<file path="config.mk">
export PLATFORM = sky130hd
export DESIGN_NAME = sor_regs
export DESIGN_NICKNAME = d
export VERILOG_FILES = /design/src/logic/sor_pkg.sv /design/src/logic/sor_regs.sv /design/src/logic/sor_offset_add.sv
export SDC_FILE = /design/constraint.sdc
export NUM_CORES = 1
export LEC_CHECK = 0
export ABC_AREA = 0
export BUFFER_PORTS_ARGS = -buffer_cell sky130_fd_sc_hd__buf_2
export CAP_MARGIN = 20
export CORE_UTILIZATION = 30
export DETAILED_ROUTE_END_ITERATION = 6
export GPL_TIMING_DRIVEN = 0
export PLACE_DENSITY = 0.6
export SLEW_MARGIN = 20
export SYNTH_ARGS = -nofsm -noshare
export SYNTH_HDL_FRONTEND = slang
export SYNTH_SLANG_ARGS = --single-unit
</file>
<file path="constraint.sdc">
create_clock -name clk -period 12.9 [get_ports clk]
set_clock_uncertainty 0.1 [all_clocks]
set_input_delay 1.935 -clock clk [delete_from_list [all_inputs] [get_ports clk]]
set_output_delay 1.935 -clock clk [all_outputs]
set_load 0.05 [all_outputs]
</file>
<file path="src/logic/sor_pkg.sv">
`default_nettype none
package sor_pkg;
	// ----------------------------------------
	// register map
	// ----------------------------------------
	localparam logic [7:0] SOR_ADDR_SELF_TEST = 8'h6d;
	localparam logic [7:0] SOR_ADDR_NV_CONFIG = 8'h70;
	localparam logic [7:0] SOR_ADDR_OFFSET_FIRST = 8'h71;
	localparam logic [7:0] SOR_ADDR_OFFSET_LAST = 8'h77;
	localparam logic [7:0] SOR_ADDR_STEP_LO = 8'h78;
	localparam logic [7:0] SOR_ADDR_STEP_HI = 8'h79;
	localparam logic [7:0] SOR_ADDR_CMD = 8'h7e;
	localparam logic [7:0] SOR_SELF_TEST_RESET = 8'h00;
	localparam logic [7:0] SOR_SELF_TEST_MASK = 8'h1f;
	localparam logic [7:0] SOR_NV_CONFIG_MASK = 8'h07;
	localparam logic [15:0] SOR_STEP_RESET = 16'h0000;
	// ----------------------------------------
	// field positions
	// ----------------------------------------
	localparam int SOR_ST_GYR_EN = 4;
	localparam int SOR_ST_ACC_AMP = 3;
	localparam int SOR_ST_ACC_SIGN = 2;
	localparam logic [1:0] SOR_ST_ACC_ON = 2'h1;
	localparam int SOR_NV_WDT_EN = 2;
	localparam int SOR_NV_WDT_SEL = 1;
	localparam int SOR_NV_SPI_ONLY = 0;
	localparam int SOR_OFF_GYR_EN = 7;
	localparam int SOR_OFF_ACC_EN = 6;
	// ----------------------------------------
	// commands and timing
	// ----------------------------------------
	localparam logic [7:0] SOR_CMD_START_FOC = 8'h03;
	localparam logic [7:0] SOR_CMD_STEP_CLR = 8'hb2;
	localparam int SOR_CLK_HZ = 100_000_000;
	localparam int SOR_WDT_SHORT_MS = 1;
	localparam int SOR_WDT_LONG_MS = 50;
	localparam int SOR_WDT_SHORT_CYC = SOR_CLK_HZ / 1000 * SOR_WDT_SHORT_MS;
	localparam int SOR_WDT_LONG_CYC = SOR_CLK_HZ / 1000 * SOR_WDT_LONG_MS;

	typedef struct packed {
		logic wr;
		logic rd;
		logic [7:0] addr;
		logic [7:0] wdata;
	} sor_req_t;

	typedef struct packed {
		logic [6:0][7:0] byte_val;
	} sor_dummy_t;
endpackage : sor_pkg
`default_nettype wire

</file>
<file path="src/logic/sor_regs.sv">
`default_nettype none
module sor_regs
	import sor_pkg::*;
#(
	parameter int DW = 16,
	parameter int CLK_HZ = SOR_CLK_HZ
) (
	input wire logic clk,
	input wire logic rst,
	input wire sor_req_t req,
	output logic [7:0] rdata,
	input wire logic nv_load,
	input wire logic [7:0] nv_config_image,
	input wire logic [55:0] nv_offset_image,
	output logic [63:0] nv_save_image,
	input wire logic foc_done,
	input wire logic [55:0] foc_result,
	output logic foc_start,
	input wire logic step_event,
	input wire logic i2c_mode,
	input wire logic autodetect_mode,
	input wire logic sda_pin,
	output logic i2c_disable,
	output logic wdt_timeout,
	output logic gyr_self_test,
	output logic acc_self_test,
	output logic acc_st_amp,
	output logic acc_st_sign,
	input wire logic [3*DW-1:0] acc_raw,
	input wire logic [3*DW-1:0] gyr_raw,
	output logic [3*DW-1:0] acc_out,
	output logic [3*DW-1:0] gyr_out
);
	// ----------------------------------------
	// storage
	// ----------------------------------------
	logic [7:0] self_test_control;
	logic [7:0] interface_nv_config;
	logic [7:0] sensor_offset_comp [0:6];
	logic [15:0] step_count;
	logic [2:0] sda_sync;
	logic sda_level;
	logic [22:0] wdt_cnt;
	logic wr_st;
	logic wr_nv;
	logic wr_off;
	logic [2:0] off_idx;
	logic step_clr;

	localparam int WDT_SHORT_CYC = CLK_HZ / 1000 * SOR_WDT_SHORT_MS;
	localparam int WDT_LONG_CYC = CLK_HZ / 1000 * SOR_WDT_LONG_MS;

	// the watchdog counter is 23 bits wide; a faster clock needs a wider one
	if (DW < 10) begin : g_bad_width
		$error("data width cannot hold a ten-bit offset");
	end
	if (WDT_SHORT_CYC < 1 || WDT_LONG_CYC > 2 ** 23) begin : g_bad_clock
		$error("watchdog period does not fit the counter");
	end

	function automatic logic [9:0] gyr_off(input int a);
		gyr_off = {sensor_offset_comp[6][2*a +: 2], sensor_offset_comp[3+a]};
	endfunction : gyr_off

	assign wr_st = req.wr && req.addr == SOR_ADDR_SELF_TEST;
	assign wr_nv = req.wr && req.addr == SOR_ADDR_NV_CONFIG;
	assign wr_off = req.wr && req.addr >= SOR_ADDR_OFFSET_FIRST && req.addr <= SOR_ADDR_OFFSET_LAST;
	assign off_idx = 3'(req.addr - SOR_ADDR_OFFSET_FIRST);
	assign step_clr = req.wr && req.addr == SOR_ADDR_CMD && req.wdata == SOR_CMD_STEP_CLR;

	// ----------------------------------------
	// self-test
	// ----------------------------------------
	// outcome goes to a status register outside this bank
	always_ff @(posedge clk or posedge rst) begin
		if (rst) begin
			self_test_control <= SOR_SELF_TEST_RESET;
		end else if (wr_st) begin
			self_test_control <= req.wdata & SOR_SELF_TEST_MASK;
		end
	end

	always_ff @(posedge clk or posedge rst) begin
		if (rst) begin
			gyr_self_test <= 1'b0;
			acc_self_test <= 1'b0;
			acc_st_amp <= 1'b0;
			acc_st_sign <= 1'b0;
		end else begin
			gyr_self_test <= self_test_control[SOR_ST_GYR_EN];
			acc_self_test <= self_test_control[1:0] == SOR_ST_ACC_ON;
			acc_st_amp <= self_test_control[SOR_ST_ACC_AMP];
			acc_st_sign <= self_test_control[SOR_ST_ACC_SIGN];
		end
	end

	// ----------------------------------------
	// nonvolatile-backed registers
	// ----------------------------------------
	always_ff @(posedge clk or posedge rst) begin
		if (rst) begin
			interface_nv_config <= 8'h00;
		end else if (nv_load) begin
			interface_nv_config <= nv_config_image & SOR_NV_CONFIG_MASK;
		end else if (wr_nv) begin
			interface_nv_config <= req.wdata & SOR_NV_CONFIG_MASK;
		end
	end

	// calibration result wins over a host write in the same cycle
	always_ff @(posedge clk or posedge rst) begin
		if (rst) begin
			for (int i = 0; i < 7; i++) sensor_offset_comp[i] <= 8'h00;
		end else if (nv_load) begin
			for (int i = 0; i < 7; i++) sensor_offset_comp[i] <= nv_offset_image[8*i +: 8];
		end else if (foc_done) begin
			for (int i = 0; i < 7; i++) sensor_offset_comp[i] <= foc_result[8*i +: 8];
		end else if (wr_off) begin
			sensor_offset_comp[off_idx] <= req.wdata;
		end
	end

	always_ff @(posedge clk or posedge rst) begin
		if (rst) begin
			nv_save_image <= '0;
		end else begin
			nv_save_image <= {sensor_offset_comp[6], sensor_offset_comp[5], sensor_offset_comp[4],
				sensor_offset_comp[3], sensor_offset_comp[2], sensor_offset_comp[1],
				sensor_offset_comp[0], interface_nv_config};
		end
	end

	always_ff @(posedge clk or posedge rst) begin
		if (rst) begin
			foc_start <= 1'b0;
		end else begin
			foc_start <= req.wr && req.addr == SOR_ADDR_CMD && req.wdata == SOR_CMD_START_FOC;
		end
	end

	// ----------------------------------------
	// interface restriction and data-line watchdog
	// ----------------------------------------
	always_ff @(posedge clk or posedge rst) begin
		if (rst) begin
			i2c_disable <= 1'b0;
		end else begin
			i2c_disable <= autodetect_mode && interface_nv_config[SOR_NV_SPI_ONLY];
		end
	end

	always_ff @(posedge clk or posedge rst) begin
		if (rst) begin
			// idle high like the pulled-up line, so no false low follows reset
			sda_sync <= 3'h7;
			sda_level <= 1'b1;
		end else begin
			sda_sync <= {sda_sync[1:0], sda_pin};
			if (sda_sync[2] == sda_sync[1]) sda_level <= sda_sync[2];
		end
	end

	// a data line held low by a stuck transfer trips the timeout
	always_ff @(posedge clk or posedge rst) begin
		if (rst) begin
			wdt_cnt <= '0;
			wdt_timeout <= 1'b0;
		end else if (!(i2c_mode && interface_nv_config[SOR_NV_WDT_EN]) || sda_level) begin
			wdt_cnt <= '0;
			wdt_timeout <= 1'b0;
		end else begin
			if (interface_nv_config[SOR_NV_WDT_SEL] ? wdt_cnt >= 23'(WDT_LONG_CYC - 1)
					: wdt_cnt >= 23'(WDT_SHORT_CYC - 1)) begin
				wdt_timeout <= 1'b1;
			end else begin
				wdt_cnt <= wdt_cnt + 23'h1;
			end
		end
	end

	// ----------------------------------------
	// step count
	// ----------------------------------------
	always_ff @(posedge clk or posedge rst) begin
		if (rst) begin
			step_count <= SOR_STEP_RESET;
		end else if (step_clr) begin
			step_count <= SOR_STEP_RESET;
		end else if (step_event) begin
			step_count <= step_count + 16'h1;
		end
	end

	// ----------------------------------------
	// read path
	// ----------------------------------------
	always_ff @(posedge clk or posedge rst) begin
		if (rst) begin
			rdata <= 8'h00;
		end else if (req.rd) begin
			if (req.addr == SOR_ADDR_SELF_TEST) rdata <= self_test_control;
			else if (req.addr == SOR_ADDR_NV_CONFIG) rdata <= interface_nv_config;
			else if (req.addr >= SOR_ADDR_OFFSET_FIRST && req.addr <= SOR_ADDR_OFFSET_LAST)
				rdata <= sensor_offset_comp[off_idx];
			else if (req.addr == SOR_ADDR_STEP_LO) rdata <= step_count[7:0];
			else if (req.addr == SOR_ADDR_STEP_HI) rdata <= step_count[15:8];
			else rdata <= 8'h00;
		end
	end

	// ----------------------------------------
	// offset compensation datapath
	// ----------------------------------------
	for (genvar a = 0; a < 3; a++) begin : g_axis
		sor_offset_add #(.W(DW)) u_acc (
			.clk(clk),
			.rst(rst),
			.en(sensor_offset_comp[6][SOR_OFF_ACC_EN]),
			.raw(acc_raw[DW*a +: DW]),
			.offset({{2{sensor_offset_comp[a][7]}}, sensor_offset_comp[a]}),
			.sum(acc_out[DW*a +: DW])
		);
		sor_offset_add #(.W(DW)) u_gyr (
			.clk(clk),
			.rst(rst),
			.en(sensor_offset_comp[6][SOR_OFF_GYR_EN]),
			.raw(gyr_raw[DW*a +: DW]),
			.offset(gyr_off(a)),
			.sum(gyr_out[DW*a +: DW])
		);
	end
endmodule : sor_regs
`default_nettype wire

</file>
<file path="src/logic/sor_offset_add.sv">
`default_nettype none
module sor_offset_add
	import sor_pkg::*;
#(
	parameter int W = 16
) (
	input wire logic clk,
	input wire logic rst,
	input wire logic en,
	input wire logic [W-1:0] raw,
	input wire logic [9:0] offset,
	output logic [W-1:0] sum
);
	if (W < 10) begin : g_bad_width
		$error("width too small for offset");
	end
	// offset is sign extended to the data width
	always_ff @(posedge clk or posedge rst) begin
		if (rst) begin
			sum <= '0;
		end else if (en) begin
			sum <= raw + {{(W-10){offset[9]}}, offset};
		end else begin
			sum <= raw;
		end
	end
endmodule : sor_offset_add
`default_nettype wire

</file>
==> results.py <==
metrics = {
    "die": {
        "core_um2": 52600,
        "die-area_um2": 54200,
        "die_w_um": 233,
        "ioPinCount": 417,
        "initial_core_util": 0.304,
        "die_h_um": 233,
        "fp-row-count": 84,
    },
    "clocking": {
        "cts_max_level": 2,
        "root_buffer": "clkbuf_16",
        "tritoncts": "built",
        "clkTransAtPathRegs_ns": 0.06,
        "cts_buffers": 35,
        "postCtsSetupBuffers": 0,
        "cts_buffer_depth": 3,
        "postCtsHoldBufs": 0,
        "clock-sinks": 277,
        "post_cts_resized": 0,
        "clock_latency_ns": 0.54,
    },
    "worst_hold_path": {
        "whs_path_depth": 0,
        "hp-class": "flop to flop",
        "min_to": "sda_sync[1]",
        "min_from": "sda_sync[0]",
    },
    "sta": {
        "period_needed_ns": 5.20,
        "finalHoldViolCount": 0,
        "fin_hold_ws_ns": 0.252,
        "rsz0062_at_grt": "no",
        "worst_pin_slew_ns": 1.14,
        "slew_viol_final": 0,
        "post-route-period-util": 0.403,
        "relSlewSlack": 0.242,
        "setup_viol": 0,
        "max_freq_mhz": 192,
    },
    "placed_design": {
        "io_buffers": 405,
        "hpwl_um": 47900,
        "place_area_um2": 18900,
        "place_congestion": 0.943,
        "dp.cells": 2752,
    },
    "setup_path": {
        "r2r-end": "g_axis[2].u_acc.sum[14]",
        "crit_fanout": 10,
        "reg2reg_depth": 10,
        "r2r_slack_ns": 9.62,
        "crit_top_cell": "buf_2",
        "endpoint_kind": "flop",
        "crit_slowest_cell": "nor2_1",
        "cp.arrival_ns": 5.51,
        "cp_data_required_time_ns": 13.20,
        "r2r_start": "sensor_offset_comp[32]",
        "critPathKind": "input pin to flop",
        "cp_slowest_stage_delay_ns": 0.64,
        "path_cells": "buf_2 > clkbuf_1 > inv_1 > ha_1 > buf_2 > xor2_1 > buf_2 > nand2_1 > nor2_1 > a21oi_1 > clkbuf_1 > nand2_1 > o21ai_0",
        "cp-start-kind": "input pin",
    },
    "finish": {
        "synthToLayoutAreaGrowth_pct": 26.1,
        "final_util": 0.383,
        "final_nets": 2445,
        "stdcell_area_um2": 20100,
        "final_cells": 2834,
        "drive_above_1_share": 0.279,
    },
    "route": {
        "drt_pre_antenna_iters": 6,
        "drtIter0Drc": 957,
        "ant_nets": 0,
        "viasPerCell": 5.24,
        "via_count": 14900,
        "drc": 0,
        "routed_wl_um": 61800,
        "wl_per_cell_um": 21.8,
    },
    "power_and_ir_drop": {
        "leakage_nw": 9.25,
        "vdd_drop_max_v": 0.0000799,
        "power_density_nw_per_um2": 147,
    },
    "synthesis": {
        "synthArstFlopShare": 1.00,
        "ys_seq_area_frac": 0.434,
        "synth_cell_types": 75,
        "yosys_warnings": 0,
        "synth_enable_flop_cells": 0,
        "ys_ff_latch": 277,
        "syn_avg_cell_area_um2": 9.67,
        "synth_area_um2": 16000,
        "synthesis.instances": 1652,
        "synth_ff_type": "dfrtp_1",
    },
    "outcome": {
        "outcome": "completed",
    },
    "grt": {
        "gr-usage-all-layers": 0.224,
        "grt-ovfl-total": 0,
        "grt_max_degree": 97,
        "antenna_found_initial": 27,
        "grt_pass1_vias": 14500,
        "grt_pass1_wl_um": 90200,
    },
    "flow_run": {
        "cap_violations": 0,
    },
}
[metrics by stage]
stage                     worst slack [ns]  setup TNS [ns]  power (mW)
after floorplan                       3.23               0        1.72
after global placement             -0.0317           -2.30        1.99
after detailed placement              7.22               0        2.00
after CTS                             7.80               0        2.99
after global routing                  7.43               0        3.11
final                                 7.70               0        2.96
[layout by cell type, fill, tap and decap left out, types with 27 or more instances in the layout]
master     Yosys  routed
nor3_1        29      28
ha_1          96      96
buf_2          3     408
clkbuf_1      63      65
dfrtp_1      273     273
o21ai_0      108     108
or3_1         27      27
nor2_1       172     172
xor2_1        41      41
mux2_2        75      75
nand2_1      147     147
clkbuf_16      0      35
a21oi_1      138     138
xnor2_1       62      62
nand3_1       35      35
a22oi_1       67      67
[state kept, by name (all words and copies together) (netlist names)]
| signal | count |
|---|---|
| wdt_timeout | 1 |
| self_test_control | 5 |
| interface_nv_config | 3 |
| gyr_self_test | 1 |
| acc_st_amp | 1 |
| g_axis.u_acc.sum | 48 |
| sda_level | 1 |
| wdt_cnt | 23 |
| foc_start | 1 |
| step_count | 16 |
| g_axis.u_gyr.sum | 48 |
| acc_st_sign | 1 |
| rdata | 8 |
| sda_sync | 3 |
| i2c_disable | 1 |
| sensor_offset_comp | 56 |
| nv_save_image | 59 |
| acc_self_test | 1 |
[cells by family (layout without fill, tap and decap cells)]
kind of cell | after synthesis | in the layout | synth area share
fa+ha+maj | 103 | 103 | 0.0834
flops | 277 | 277 | 0.434
compound gates | 463 | 463 | 0.184
other cells | 1 | 27 | 0.000235
mux | 95 | 95 | 0.0662
simple gates | 513 | 513 | 0.150
buf+inv | 97 | 565 | 0.0252
xor+xnor | 103 | 103 | 0.0565
[synthesized netlist by cell type, types with 8 or more instances]
cell type  count  share of area
nor2b_1       19         0.0074
mux2i_1       19          0.012
dfrtp_1      273           0.43
a21oi_1      138          0.043
nor2_1       172          0.040
xor2_1        41          0.022
a31oi_1       11         0.0043
nor3_1        29         0.0091
o21ai_0      108          0.034
nand2_1      147          0.035
xnor2_1       62          0.034
inv_1         17         0.0040
mux2_2        75          0.053
clkbuf_1      63          0.015
nand3_1       35          0.011
nand4_1       15         0.0059
ha_1          96          0.075
a31o_2        12         0.0066
o211ai_1       9         0.0042
or3_1         27          0.011
o31ai_1        8         0.0038
o22ai_1       11         0.0043
or2_2         13         0.0051
a211oi_1      23          0.011
a22oi_1       67          0.031
and3_1        16         0.0063
and4_1         8         0.0044
a21o_1        20         0.0094
[critical path: cells and delay by family]
family | cells | cell delay [ns]
fa+ha+maj | 1 | 0.30
buf+inv | 6 | 1.57
compound gates | 2 | 0.41
xor+xnor | 1 | 0.44
simple gates | 3 | 0.84
[how the worst max path moves through the flow]
| stage | from | end |
|---|---|---|
| finish | req[8] | sensor_offset_comp[9] |
| CTS | req[8] | sensor_offset_comp[11] |
| global route | req[8] | sensor_offset_comp[10] |
| global placement | rst | nv_save_image[61] |
| floorplan | rst | acc_self_test |
| detailed placement | req[8] | sensor_offset_comp[11] |
[final cells by class]
class,count,area (um2)
fill,5310,32400
buffer,80,338
timing repair buffer,408,2090
antenna,22,55.1
sequential,277,6940
clock inverter,13,106
tap,688,861
clock buffer,47,1020
inverter,17,71.3
multi-input combinational,1282,8650
[where the power goes]
group | switching, mW | internal [mW]
registers | 0.0878 | 0.973
logic | 0.628 | 0.304
clock network | 0.396 | 0.574
total | 1.11 | 1.85
[routing by layer]
metal  GRT usage  wire length (um)  share of wire  vias up
met3      0.0527              4310          0.070      119
met2       0.356             29000           0.47      518
li1            -                 -              -     6959
met4      0.0874              2090          0.034        8
met5           0                50        0.00081        -
met1       0.292             26400           0.43     7252
(Power assumes the default switching activity.)
